===== src/rtcs_pkg.sv =====
`default_nettype none
package rtcs_pkg;

    // ****************************************************************
    // Register offsets (page 0) and page switch location
    // ****************************************************************
    localparam logic [7:0] ADDR_XCVR_CTRL = 8'h80;
    localparam logic [7:0] ADDR_FAULT_STAT = 8'h81;
    localparam logic [7:0] ADDR_RX_POL = 8'h97;
    localparam logic [7:0] ADDR_PAGE_SEL = 8'hff;
    localparam logic [1:0] PAGE_REGS = 2'h0;

    // ****************************************************************
    // Field positions
    // ****************************************************************
    localparam int CTL_MASTER = 7;
    localparam int CTL_TX_OE = 6;
    localparam int CTL_RSVD5 = 5;
    localparam int CTL_WAKE = 4;
    localparam int CTL_STANDALONE = 3;
    localparam int CTL_SYNC_BYP = 2;
    localparam int CTL_FULL_BYP_N = 1;
    localparam int CTL_RCLK_TRI = 0;

    localparam int ST_MASK_SPDIF = 6;
    localparam int ST_MASK_LOCK = 5;
    localparam int ST_MASK_CODE = 4;
    localparam int ST_FAULT = 3;
    localparam int ST_SPDIF_CAP = 1;
    localparam int ST_LOCK_CAP = 0;

    localparam int POL_RX = 1;

    // ****************************************************************
    // Reset values
    // ****************************************************************
    localparam logic RST_RSVD5 = 1'b1;
    localparam logic RST_MASK_SPDIF = 1'b1;
    localparam logic RST_MASK_LOCK = 1'b0;
    localparam logic RST_MASK_CODE = 1'b1;
    localparam logic RST_RX_POL = 1'b0;

    // ****************************************************************
    // Synchronous data delay through an active node, in frames
    // ****************************************************************
    localparam logic [1:0] SYNC_DELAY_FRAMES = 2'h2;
    localparam logic [1:0] SYNC_DELAY_NONE = 2'h0;

    // ****************************************************************
    // Timing
    // ****************************************************************
    localparam int CLK_PERIOD_NS = 40;
    localparam int WAKE_TIME_NS = 1000;
    localparam int WAKE_CYCLES = (WAKE_TIME_NS + CLK_PERIOD_NS - 1) / CLK_PERIOD_NS;

    // ****************************************************************
    // Serial port byte phases
    // ****************************************************************
    typedef enum logic [1:0] {
        RTCS_PH_ADDR,
        RTCS_PH_MAP,
        RTCS_PH_WDATA,
        RTCS_PH_RDATA
    } rtcs_phase_t;

endpackage
`default_nettype wire


===== src/rtcs_spi_port.sv =====
`timescale 1ns/1ps
`default_nettype none
module rtcs_spi_port
    import rtcs_pkg::*;
(
    input wire logic clock,
    input wire logic rst,
    input wire logic spi_cs_n,
    input wire logic spi_scl,
    input wire logic spi_sdin,
    output logic spi_sdout_o,
    output logic spi_sdout_oe,
    output logic wr_pulse,
    output logic [7:0] wr_addr,
    output logic [7:0] wr_data,
    output logic [7:0] rd_addr,
    input wire logic [7:0] rd_data
);

    logic scl_q_r;
    logic cs_q_r;
    logic [2:0] bit_cnt_r;
    logic [7:0] rx_sh_r;
    logic [7:0] tx_sh_r;
    logic [7:0] map_r;
    rtcs_phase_t phase_r;
    logic wr_pulse_r;
    logic [7:0] wr_addr_r;
    logic [7:0] wr_data_r;
    logic scl_rise;
    logic scl_fall;
    logic cs_start;
    logic active;
    logic [7:0] byte_in;

    assign active = ~spi_cs_n;
    assign scl_rise = active & spi_scl & ~scl_q_r;
    assign scl_fall = active & ~spi_scl & scl_q_r;
    assign cs_start = cs_q_r & ~spi_cs_n;
    assign byte_in = {rx_sh_r[6:0], spi_sdin};

    always_ff @(posedge clock or posedge rst) begin
        if (rst) begin
            scl_q_r <= 1'b0;
            cs_q_r <= 1'b1;
        end else begin
            scl_q_r <= spi_scl;
            cs_q_r <= spi_cs_n;
        end
    end

    // ****************************************************************
    // Byte framing: address byte, pointer byte, then data
    // ****************************************************************
    always_ff @(posedge clock or posedge rst) begin
        if (rst) begin
            bit_cnt_r <= 3'h0;
            rx_sh_r <= 8'h00;
            phase_r <= RTCS_PH_ADDR;
            map_r <= 8'h00;
            tx_sh_r <= 8'h00;
            wr_pulse_r <= 1'b0;
            wr_addr_r <= 8'h00;
            wr_data_r <= 8'h00;
        end else begin
            wr_pulse_r <= 1'b0;
            if (cs_start) begin
                bit_cnt_r <= 3'h0;
                phase_r <= RTCS_PH_ADDR;
            end else if (scl_rise) begin
                rx_sh_r <= byte_in;
                bit_cnt_r <= bit_cnt_r + 3'h1;
                if (bit_cnt_r == 3'h7) begin
                    unique case (phase_r)
                        RTCS_PH_ADDR: begin
                            phase_r <= byte_in[0] ? RTCS_PH_RDATA : RTCS_PH_MAP;
                        end
                        RTCS_PH_MAP: begin
                            map_r <= byte_in;
                            phase_r <= RTCS_PH_WDATA;
                        end
                        RTCS_PH_WDATA: begin
                            wr_pulse_r <= 1'b1;
                            wr_addr_r <= map_r;
                            wr_data_r <= byte_in;
                            map_r <= map_r + 8'h01;
                        end
                        RTCS_PH_RDATA: begin
                        end
                    endcase
                end
            end else if (scl_fall && phase_r == RTCS_PH_RDATA) begin
                if (bit_cnt_r == 3'h0) begin
                    // Fetch next byte at the boundary, pointer wraps
                    tx_sh_r <= rd_data;
                    map_r <= map_r + 8'h01;
                end else begin
                    tx_sh_r <= {tx_sh_r[6:0], 1'b0};
                end
            end
        end
    end

    assign rd_addr = map_r;
    assign spi_sdout_o = tx_sh_r[7];
    assign spi_sdout_oe = active & (phase_r == RTCS_PH_RDATA);
    assign wr_pulse = wr_pulse_r;
    assign wr_addr = wr_addr_r;
    assign wr_data = wr_data_r;

endmodule // rtcs_spi_port
`default_nettype wire


===== src/rtcs_ctrl_status.sv =====
`timescale 1ns/1ps
`default_nettype none
module rtcs_ctrl_status
    import rtcs_pkg::*;
#(
    parameter int WAKE_LEN = WAKE_CYCLES,
    parameter logic [1:0] SRC_RECOVERED = 2'h0
)
(
    input wire logic clock,
    input wire logic rst,
    input wire logic spi_cs_n,
    input wire logic spi_scl,
    input wire logic spi_sdin,
    output logic spi_sdout_o,
    output logic spi_sdout_oe,
    input wire logic host_read_strobe_n,
    input wire logic host_store_strobe_n,
    input wire logic rx_pin,
    output logic rx_data,
    input wire logic node_tx_data,
    output logic tx_pin,
    input wire logic [1:0] timing_source_select,
    output logic master_mode,
    output logic [1:0] active_timing_source,
    output logic wake_signal,
    output logic sync_bypass,
    output logic sync_routing_allow,
    output logic [1:0] sync_delay_frames,
    output logic node_delay_increment,
    output logic node_active,
    output logic node_position_increment,
    input wire logic divided_clock,
    output logic recovered_clock_pin_o,
    output logic recovered_clock_pin_oe,
    input wire logic spdif_lock_error,
    input wire logic lock_error,
    input wire logic lock_status,
    input wire logic coding_error,
    output logic fault_pin,
    input wire logic fault_irq_enable,
    input wire logic fault_irq_reset,
    output logic irq_n
);

    // ****************************************************************
    // Serial control port
    // ****************************************************************
    logic wr_pulse;
    logic [7:0] wr_addr;
    logic [7:0] wr_data;
    logic [7:0] rd_addr;
    logic [7:0] rd_data;

    rtcs_spi_port u_port (
        .clock(clock),
        .rst(rst),
        .spi_cs_n(spi_cs_n),
        .spi_scl(spi_scl),
        .spi_sdin(spi_sdin),
        .spi_sdout_o(spi_sdout_o),
        .spi_sdout_oe(spi_sdout_oe),
        .wr_pulse(wr_pulse),
        .wr_addr(wr_addr),
        .wr_data(wr_data),
        .rd_addr(rd_addr),
        .rd_data(rd_data)
    );

    logic [1:0] page_r;
    logic on_page;
    logic wr_ctrl;
    logic wr_stat;
    logic wr_pol;

    assign on_page = (page_r == PAGE_REGS);
    assign wr_ctrl = wr_pulse & on_page & (wr_addr == ADDR_XCVR_CTRL);
    assign wr_stat = wr_pulse & on_page & (wr_addr == ADDR_FAULT_STAT);
    assign wr_pol = wr_pulse & on_page & (wr_addr == ADDR_RX_POL);

    // Page switch lives at the same location on every page
    always_ff @(posedge clock or posedge rst) begin
        if (rst) begin
            page_r <= PAGE_REGS;
        end else if (wr_pulse && wr_addr == ADDR_PAGE_SEL) begin
            page_r <= wr_data[1:0];
        end
    end

    // ****************************************************************
    // Transceiver control register
    // ****************************************************************
    logic master_r;
    logic tx_oe_r;
    logic rsvd5_r;
    logic sync_byp_r;
    logic full_byp_n_r;
    logic rclk_tri_r;

    always_ff @(posedge clock or posedge rst) begin
        if (rst) begin
            master_r <= 1'b0;
            tx_oe_r <= 1'b0;
            rsvd5_r <= RST_RSVD5;
            sync_byp_r <= 1'b0;
            full_byp_n_r <= 1'b0;
            rclk_tri_r <= 1'b0;
        end else if (wr_ctrl) begin
            master_r <= wr_data[CTL_MASTER];
            tx_oe_r <= wr_data[CTL_TX_OE];
            rsvd5_r <= wr_data[CTL_RSVD5];
            sync_byp_r <= wr_data[CTL_SYNC_BYP];
            full_byp_n_r <= wr_data[CTL_FULL_BYP_N];
            rclk_tri_r <= wr_data[CTL_RCLK_TRI];
        end
    end

    // ****************************************************************
    // Stand-alone strap, caught on the first edge after release
    // ****************************************************************
    logic strap_done_r;
    logic standalone_r;

    always_ff @(posedge clock or posedge rst) begin
        if (rst) begin
            strap_done_r <= 1'b0;
            standalone_r <= 1'b0;
        end else if (!strap_done_r) begin
            strap_done_r <= 1'b1;
            standalone_r <= ~host_read_strobe_n & ~host_store_strobe_n;
        end
    end

    // ****************************************************************
    // Low-power wake-up generator
    // ****************************************************************
    logic [15:0] wake_cnt_r;

    always_ff @(posedge clock or posedge rst) begin
        if (rst) begin
            wake_cnt_r <= 16'h0000;
        end else if (wr_ctrl && wr_data[CTL_WAKE] && master_r) begin
            wake_cnt_r <= 16'(WAKE_LEN);
        end else if (wake_cnt_r != 16'h0000) begin
            wake_cnt_r <= wake_cnt_r - 16'h0001;
        end
    end

    assign wake_signal = (wake_cnt_r != 16'h0000);

    // ****************************************************************
    // Network data path
    // ****************************************************************
    logic pol_r;
    logic rx_data_r;
    logic tx_pin_r;
    logic rclk_r;
    logic [1:0] tsrc_r;

    always_ff @(posedge clock or posedge rst) begin
        if (rst) begin
            rx_data_r <= 1'b0;
            tx_pin_r <= 1'b0;
        end else begin
            rx_data_r <= rx_pin ^ pol_r;
            if (!full_byp_n_r) begin
                tx_pin_r <= rx_pin;
            end else begin
                tx_pin_r <= tx_oe_r & node_tx_data;
            end
        end
    end

    always_ff @(posedge clock or posedge rst) begin
        if (rst) begin
            tsrc_r <= SRC_RECOVERED;
        end else begin
            tsrc_r <= master_r ? timing_source_select : SRC_RECOVERED;
        end
    end

    always_ff @(posedge clock or posedge rst) begin
        if (rst) begin
            rclk_r <= 1'b0;
        end else begin
            rclk_r <= divided_clock;
        end
    end

    assign rx_data = rx_data_r;
    assign tx_pin = tx_pin_r;
    assign master_mode = master_r;
    assign active_timing_source = tsrc_r;
    assign recovered_clock_pin_o = rclk_r;
    assign recovered_clock_pin_oe = ~rclk_tri_r;

    assign sync_bypass = sync_byp_r;
    assign node_delay_increment = full_byp_n_r & ~sync_byp_r;
    assign sync_delay_frames = node_delay_increment ? SYNC_DELAY_FRAMES : SYNC_DELAY_NONE;
    assign sync_routing_allow = node_delay_increment;
    assign node_active = full_byp_n_r;
    assign node_position_increment = full_byp_n_r;

    // ****************************************************************
    // Error events and masks
    // ****************************************************************
    logic lock_q_r;
    logic xcvr_event;
    logic fault_event;
    logic mask_spdif_r;
    logic mask_lock_r;
    logic mask_code_r;
    logic fault_r;
    logic spdif_cap_r;
    logic lock_cap_r;
    logic fault_pin_r;

    always_ff @(posedge clock or posedge rst) begin
        if (rst) begin
            lock_q_r <= 1'b0;
        end else begin
            lock_q_r <= lock_status;
        end
    end

    assign xcvr_event = lock_error | (lock_status & ~lock_q_r);

    assign fault_event = (spdif_lock_error & ~mask_spdif_r)
        | (xcvr_event & ~mask_lock_r)
        | (coding_error & ~mask_code_r);

    always_ff @(posedge clock or posedge rst) begin
        if (rst) begin
            mask_spdif_r <= RST_MASK_SPDIF;
            mask_lock_r <= RST_MASK_LOCK;
            mask_code_r <= RST_MASK_CODE;
        end else if (wr_stat) begin
            mask_spdif_r <= wr_data[ST_MASK_SPDIF];
            mask_lock_r <= wr_data[ST_MASK_LOCK];
            mask_code_r <= wr_data[ST_MASK_CODE];
        end
    end

    always_ff @(posedge clock or posedge rst) begin
        if (rst) begin
            fault_r <= 1'b0;
        end else if (fault_event) begin
            fault_r <= 1'b1;
        end else if (wr_stat && !wr_data[ST_FAULT]) begin
            fault_r <= 1'b0;
        end
    end

    always_ff @(posedge clock or posedge rst) begin
        if (rst) begin
            spdif_cap_r <= 1'b0;
            lock_cap_r <= 1'b0;
        end else begin
            if (spdif_lock_error) begin
                spdif_cap_r <= 1'b1;
            end else if (wr_stat && !wr_data[ST_SPDIF_CAP]) begin
                spdif_cap_r <= 1'b0;
            end
            if (xcvr_event) begin
                lock_cap_r <= 1'b1;
            end else if (wr_stat && !wr_data[ST_LOCK_CAP]) begin
                lock_cap_r <= 1'b0;
            end
        end
    end

    always_ff @(posedge clock or posedge rst) begin
        if (rst) begin
            fault_pin_r <= 1'b0;
        end else begin
            fault_pin_r <= fault_event;
        end
    end

    assign fault_pin = fault_pin_r;

    // ****************************************************************
    // Fault interrupt
    // ****************************************************************
    logic irq_arm_r;
    logic irq_n_r;

    always_ff @(posedge clock or posedge rst) begin
        if (rst) begin
            irq_arm_r <= 1'b0;
        end else if (fault_event) begin
            irq_arm_r <= 1'b1;
        end else if (fault_irq_reset) begin
            irq_arm_r <= 1'b0;
        end
    end

    always_ff @(posedge clock or posedge rst) begin
        if (rst) begin
            irq_n_r <= 1'b1;
        end else begin
            irq_n_r <= ~(fault_r & fault_irq_enable & irq_arm_r);
        end
    end

    assign irq_n = irq_n_r;

    // ****************************************************************
    // Receive polarity register
    // ****************************************************************
    always_ff @(posedge clock or posedge rst) begin
        if (rst) begin
            pol_r <= RST_RX_POL;
        end else if (wr_pol) begin
            pol_r <= wr_data[POL_RX];
        end
    end

    // ****************************************************************
    // Read-back
    // ****************************************************************
    always_comb begin
        rd_data = 8'h00;
        if (rd_addr == ADDR_PAGE_SEL) begin
            rd_data = {6'h00, page_r};
        end else if (on_page && rd_addr == ADDR_XCVR_CTRL) begin
            rd_data[CTL_MASTER] = master_r;
            rd_data[CTL_TX_OE] = tx_oe_r;
            rd_data[CTL_RSVD5] = rsvd5_r;
            rd_data[CTL_WAKE] = 1'b0;
            rd_data[CTL_STANDALONE] = standalone_r;
            rd_data[CTL_SYNC_BYP] = sync_byp_r;
            rd_data[CTL_FULL_BYP_N] = full_byp_n_r;
            rd_data[CTL_RCLK_TRI] = rclk_tri_r;
        end else if (on_page && rd_addr == ADDR_FAULT_STAT) begin
            rd_data[ST_MASK_SPDIF] = mask_spdif_r;
            rd_data[ST_MASK_LOCK] = mask_lock_r;
            rd_data[ST_MASK_CODE] = mask_code_r;
            rd_data[ST_FAULT] = fault_r;
            rd_data[ST_SPDIF_CAP] = spdif_cap_r;
            rd_data[ST_LOCK_CAP] = lock_cap_r;
        end else if (on_page && rd_addr == ADDR_RX_POL) begin
            rd_data[POL_RX] = pol_r;
        end
    end

endmodule // rtcs_ctrl_status
`default_nettype wire


===== config.mk =====
export PLATFORM = sky130hd
export DESIGN_NAME = rtcs_ctrl_status
export DESIGN_NICKNAME = d
export VERILOG_FILES = /design/src/rtcs_pkg.sv /design/src/rtcs_spi_port.sv /design/src/rtcs_ctrl_status.sv
export SDC_FILE = /design/constraint.sdc
export NUM_CORES = 1
export LEC_CHECK = 0
export BUFFER_PORTS_ARGS = -buffer_cell sky130_fd_sc_hd__buf_4
export CORE_MARGIN = 1.5
export CORE_UTILIZATION = 39
export CTS_CLUSTER_SIZE = 10
export DETAILED_ROUTE_END_ITERATION = 12
export GPL_TIMING_DRIVEN = 0
export PLACE_DENSITY = 0.61
export SETUP_SLACK_MARGIN = 0.5
export SYNTH_ARGS = -nofsm -noshare
export SYNTH_HDL_FRONTEND = slang
export SYNTH_SLANG_ARGS = --single-unit

===== constraint.sdc =====
create_clock -name clock -period 6.6 [get_ports clock]
set_clock_uncertainty 0.2 [all_clocks]
set_input_delay 1.32 -clock clock [delete_from_list [all_inputs] [get_ports clock]]
set_output_delay 1.32 -clock clock [all_outputs]
set_load 0.01 [all_outputs]

# [Yosys cells after proc, flatten, opt, wreduce, memory -nomap -nowiden]
# Cells that the tools add are included.
[totals] n_memories=0 out_inout_bits=19 elab_cells=160 ram_bits=0 latch_bits=0 mem_bits_ro=0 input_bits=18 reg_bits=89
[classes] n_div=0 n_eq_ne=14 reduce_logical=32 addsub=3 n_bitwise=37 magnitude_cmp=0 mux=39 n_shift=0 mul=0
[ops] op="8-bit equality test (second input constant)" count=8
[ops] op="8-bit two-way mux" count=6
[ops] op="16-bit two-way mux" count=2
[ops] op="1-bit AND" count=19
[ops] op="1-bit two-way mux" count=18
[ops] op="2-bit nonzero test" count=9
[ops] op="8-bit case mux with 2 select lines" count=1
[ops] op="16-bit nonzero test" count=1
[ops] op="16-bit by 1-bit subtractor with 16-bit output (second input constant)" count=1
[ops] op="2-bit two-way mux" count=7
[ops] op="1-bit NOT" count=14
[ops] op="1-bit logical AND" count=10
[ops] op="8-bit by 1-bit adder with 8-bit output (second input constant)" count=1
[ops] op="4-bit two-way mux" count=2
[ops] op="3-bit two-way mux" count=2
[ops] op="3-bit AND reduction" count=2
[ops] op="5-bit AND reduction" count=1
[ops] op="2-bit equality test (second input constant)" count=2
[ops] op="2-bit logical NOT" count=2
[ops] op="2-bit case mux with 2 select lines" count=1
[ops] op="4-bit AND reduction" count=1
[ops] op="3-bit by 1-bit adder with 3-bit output (second input constant)" count=1
[ops] op="3-bit equality test (second input constant)" count=1
[ops] op="1-bit logical NOT" count=3
[ops] op="8 further kinds" count=10

# [Longest topological paths before layout]
[depth] ltp_word=7 mapped_depth=8 depth_no_buf=6

# [Hierarchy]
# A second synthesis with hierarchy kept.
[unflattened] cells_unflattened=390 area_unflattened_um2=4370.4
[by_module_without_submodules] mod="rtcs_spi_port" instances=1 seq_area_each_um2=1177.4 cells_per_inst=182 area_per_inst_um2=2235.9
[by_module_without_submodules] mod="rtcs_ctrl_status" instances=1 seq_area_each_um2=1056.0 cells_per_inst=208 area_per_inst_um2=2134.5

# [Worst setup path after synthesis]
# No wires, ideal clock.
[synth_timing] kind="input to output" from="input spi_cs_n" to="output spi_sdout_oe" path_slack_ns=3.430 path_stages=2 required_time_ns=5.080 arrival_ns=1.650 path_cell_list="buf_6 > and2b_1"
[synth_via] elab_chain_len=2
[synth_rtl] item="from (decl)" line="rtcs_ctrl_status.sv:12" text="input wire logic spi_cs_n,"
[synth_rtl] item="1-bit NOT" line="rtcs_spi_port.sv:36" text="assign active = ~spi_cs_n;"
[synth_rtl] item="1-bit AND" line="rtcs_spi_port.sv:106" text="assign spi_sdout_oe = active & (phase_r == RTCS_PH_RDATA);"
[synth_rtl] item="to (decl)" line="rtcs_ctrl_status.sv:16" text="output logic spi_sdout_oe,"
# No other way between the ends.

# [Worst setup path in the final report]
[layout_timing] from="register wake_cnt_r[0]" to="output wake_signal"
[layout_via] elab_chain_len=1
[layout_rtl] item="from (decl)" line="rtcs_ctrl_status.sv:137" text="logic [15:0] wake_cnt_r;"
[layout_rtl] item="from (signal assigned)" line="rtcs_ctrl_status.sv:143" text="wake_cnt_r <= 16'(WAKE_LEN);"
[layout_rtl] item="from (signal assigned)" line="rtcs_ctrl_status.sv:145" text="wake_cnt_r <= wake_cnt_r - 16'h0001;"
[layout_rtl] item="16-bit nonzero test" line="rtcs_ctrl_status.sv:149" text="assign wake_signal = (wake_cnt_r != 16'h0000);"
[layout_rtl] item="to (decl)" line="rtcs_ctrl_status.sv:26" text="output logic wake_signal,"
# No other way between the ends.

==> results.toml <==
[floorplanning]
std_cell_rows = 39
die_width_um = 111
top_level_ports = 37
vertical_extent_of_the_die_um = 111
floorplan.die_area_um2 = 12300
coreArea_um2 = 11400
initial_cell_density_of_the_core_pct = 40.0

[layout]
most_common_cell_after_layout_fill_and_taps_aside = "sky130_fd_sc_hd__dfrtp_1"
final_layout_size_suffix_gt1_share_pct = 26.5
area_growth_pct = 17.7
final_cell_mix = "84 x sky130_fd_sc_hd__dfrtp_1, 40 x sky130_fd_sc_hd__buf_4, 29 x sky130_fd_sc_hd__nor2_1"
finish.net_count = 473
antennaDiodeCount = 0
final_cell_area_um2 = 5350
nFillCells = 1055
post_layout_nonfiller_instances = 592

[critical_path]
critical_path.endpoint_type = "output port"
critPathArrivalTime_ps = 2220
worst-endpoint-required_ps = 5080
cp-start-kind = "flip-flop"
critical_path_peak_fanout = 9
crit_path_max_incr_delay_ps = 450
timing.critical_path.cells = "inv_1 > ha_1 > nor3b_2 > nand4_1 > buf_4"
timing.setup.critical_path_class = "reg2out"
slowest_stage = "sky130_fd_sc_hd__nand4_1"

[grt]
global_route.usage.total_pct = 17.3
grt_antenna_before_repair = 0
grt_pass1_vias = 3263
total_global_routing_overflow = 0
global_route_wire_length_before_repair_um = 16900
maximum_number_of_pins_on_one_net_before_global_route_repair = 67

[sta]
tns_ps = 0
slew_at_the_pin_closest_to_its_max_slew_limit_ps = 760
fin_crit_ps = 3740
rsz_0062_raised_after_global_routing = "false"
finalMaxSlewViolations = 0
timing_hold_violations_final = 0
worst_slew_margin_rel_pct = 49.3
setup_viol = 0
fin_crit_sh_pct = 56.7
fmax_ghz = 0.267

[place]
place.gp.congestion = 0.826
placement.io_buffers = 35
detailed_place.area_um2 = 5020
dp.final_hpwl_um = 6990
post_place_cells = 576

[detailed_routing]
route.detailed.vias_per_inst = 5.58
routed_wl_um = 9820
dr.pass1.iters = 4
ant_nets = 0
route.detailed.wl_per_inst_um = 16.6
route.detailed.drc = 0
drt_iter0_drc = 151
vias = 3303

[synthesis]
synth-edff-count = 0
syn-num-nets = 426
synthesis.yosys.warnings = 0
synth_area_um2 = 4550
synth-async-reset-ratio_pct = 100
synth_cell_type_count = 74
syn_inst = 397
synth_flop_cell = "sky130_fd_sc_hd__dfrtp_1"
yosys_register_bits = 89
syn_area_per_cell_um2 = 11.5
synth_sequential_area_ratio_pct = 49.1

[power_and_ir_drop]
vdd_drop_max_uv = 109
pwr_density_cell_nw_per_um2 = 228
power_leakage_uw = 0.00250

[clock_network]
cts_post_setup_buffers_inserted = 0
cts_hold_bufs = 0
postCtsResizedCells = 0
ctsHtreeMaxLevel = 3
cts_made_buffers = 9
cts_tree = "yes"
clk_path_buf_depth = 2
clk-insertion-delay-late_ps = 340
clock_slew_seen_by_the_registers_of_the_worst_setup_and_hold_paths_ps = 60
clkSinkCount = 89
root_buffer_selected_by_cts = "sky130_fd_sc_hd__clkbuf_16"

[hold_path]
min_path_type = "reg2reg"

[flow_run]
maxCapViolations = 0

[outcome]
run_status = "finished, final reports clean"
[synth_stat cells (all sizes together), types with 8 or more instances]
cell | instances | area, µm²
mux2 | 36 | 439
nand2 | 17 | 63.8
buf | 15 | 124
a21oi | 21 | 105
ha | 11 | 138
o21ai | 9 | 45.0
dfrtp | 84 | 2100
inv | 15 | 56.3
o31ai | 8 | 60.1
nand4 | 12 | 75.1
nor4 | 8 | 98.9
nor2 | 30 | 129
[layer usage]
layer / GRT usage [%] / share of wire [%] / vias up
met2: 25.4 / 45 / 63
met5: 0 / 0 / -
met1: 24.9 / 50 / 1659
met4: 6.58 / 1.9 / 0
li1: - / - / 1567
met3: 3.94 / 3.7 / 14
[worst max-delay path: cells and delay by family (launching register included)]
family / cells / cell delay, ps
fa+ha+maj: 1 / 190
buf+inv: 2 / 380
flops: 1 / 440
simple gates: 2 / 860
[power breakdown]
group	switching [µW]	leakage [µW]	internal, µW	total [µW]
sequential	20.6	0.00117	564	584
combinational	41.2	0.00116	33.0	74.1
clock	201	0.000163	363	565
[logic make-up after synthesis]
family | count (synthesis) | share of synthesized area (%)
AOI/OAI and AO/OA | 77 | 11.6
xor gates and xnor gates | 4 | 0.771
adders and majority gates | 11 | 3.03
buffers and inverters | 36 | 4.46
DFF | 89 | 49.1
muxes | 43 | 11.3
other | 2 | 0.165
and+or+nand+nor | 135 | 19.6
[path summary, 6_finish.rpt]
kind                                            from                            end  slack, ps  depth (start not counted)
setup / recovery           wake_cnt_r[0]$_DFFE_PP0P_                    wake_signal       2860                          5
max in group asynchronous                        rst       mask_spdif_r$_DFFE_PP1N_       4790                          3
min in group asynchronous                        rst  u_port.tx_sh_r[6]$_DFFE_PP0P_        750                          2
hold reg to reg                irq_arm_r$_DFFE_PP0P_                irq_n$_DFF_PP1_        250                          1
hold / removal                 irq_arm_r$_DFFE_PP0P_                irq_n$_DFF_PP1_        250                          1
setup reg to reg           wake_cnt_r[0]$_DFFE_PP0P_      wake_cnt_r[3]$_DFFE_PP0P_       4300                          5
[metrics by stage]
step	util [%]	total power, µW	setup WS [ps]	hold WS, ps
after CTS	47.1	1250	2880	246
after detailed placement	44.1	670	3230	237
after global placement	43.9	666	1610	217
final	47.1	1220	2860	247
after floorplan	-	633	2780	203
after global routing	47.1	1280	2710	263
[flip-flops by register name (all words and copies together), names as in the netlist, 2 cells and up]
register / flops
active_timing_source: 2
u_port.wr_addr: 8
page_r: 2
u_port.rd_addr: 8
u_port.wr_data: 8
u_port.rx_sh_r: 7
u_port.bit_cnt_r: 3
u_port.tx_sh_r: 8
wake_cnt_r: 16
u_port.phase_r: 2
[layout make-up]
cell class                 count  area [µm²]  area share (%)
buffer                        21         146            2.73
clock buffer                  14         274            5.12
clock inverter                 2        60.1            1.12
inverter                      15        58.8            1.10
multi-input combinational    272        2110            39.4
sequential                    89        2230            41.7
tap                          143         179            3.34
timing repair buffer          36         290            5.42
Power figures use the tool's default switching activity.
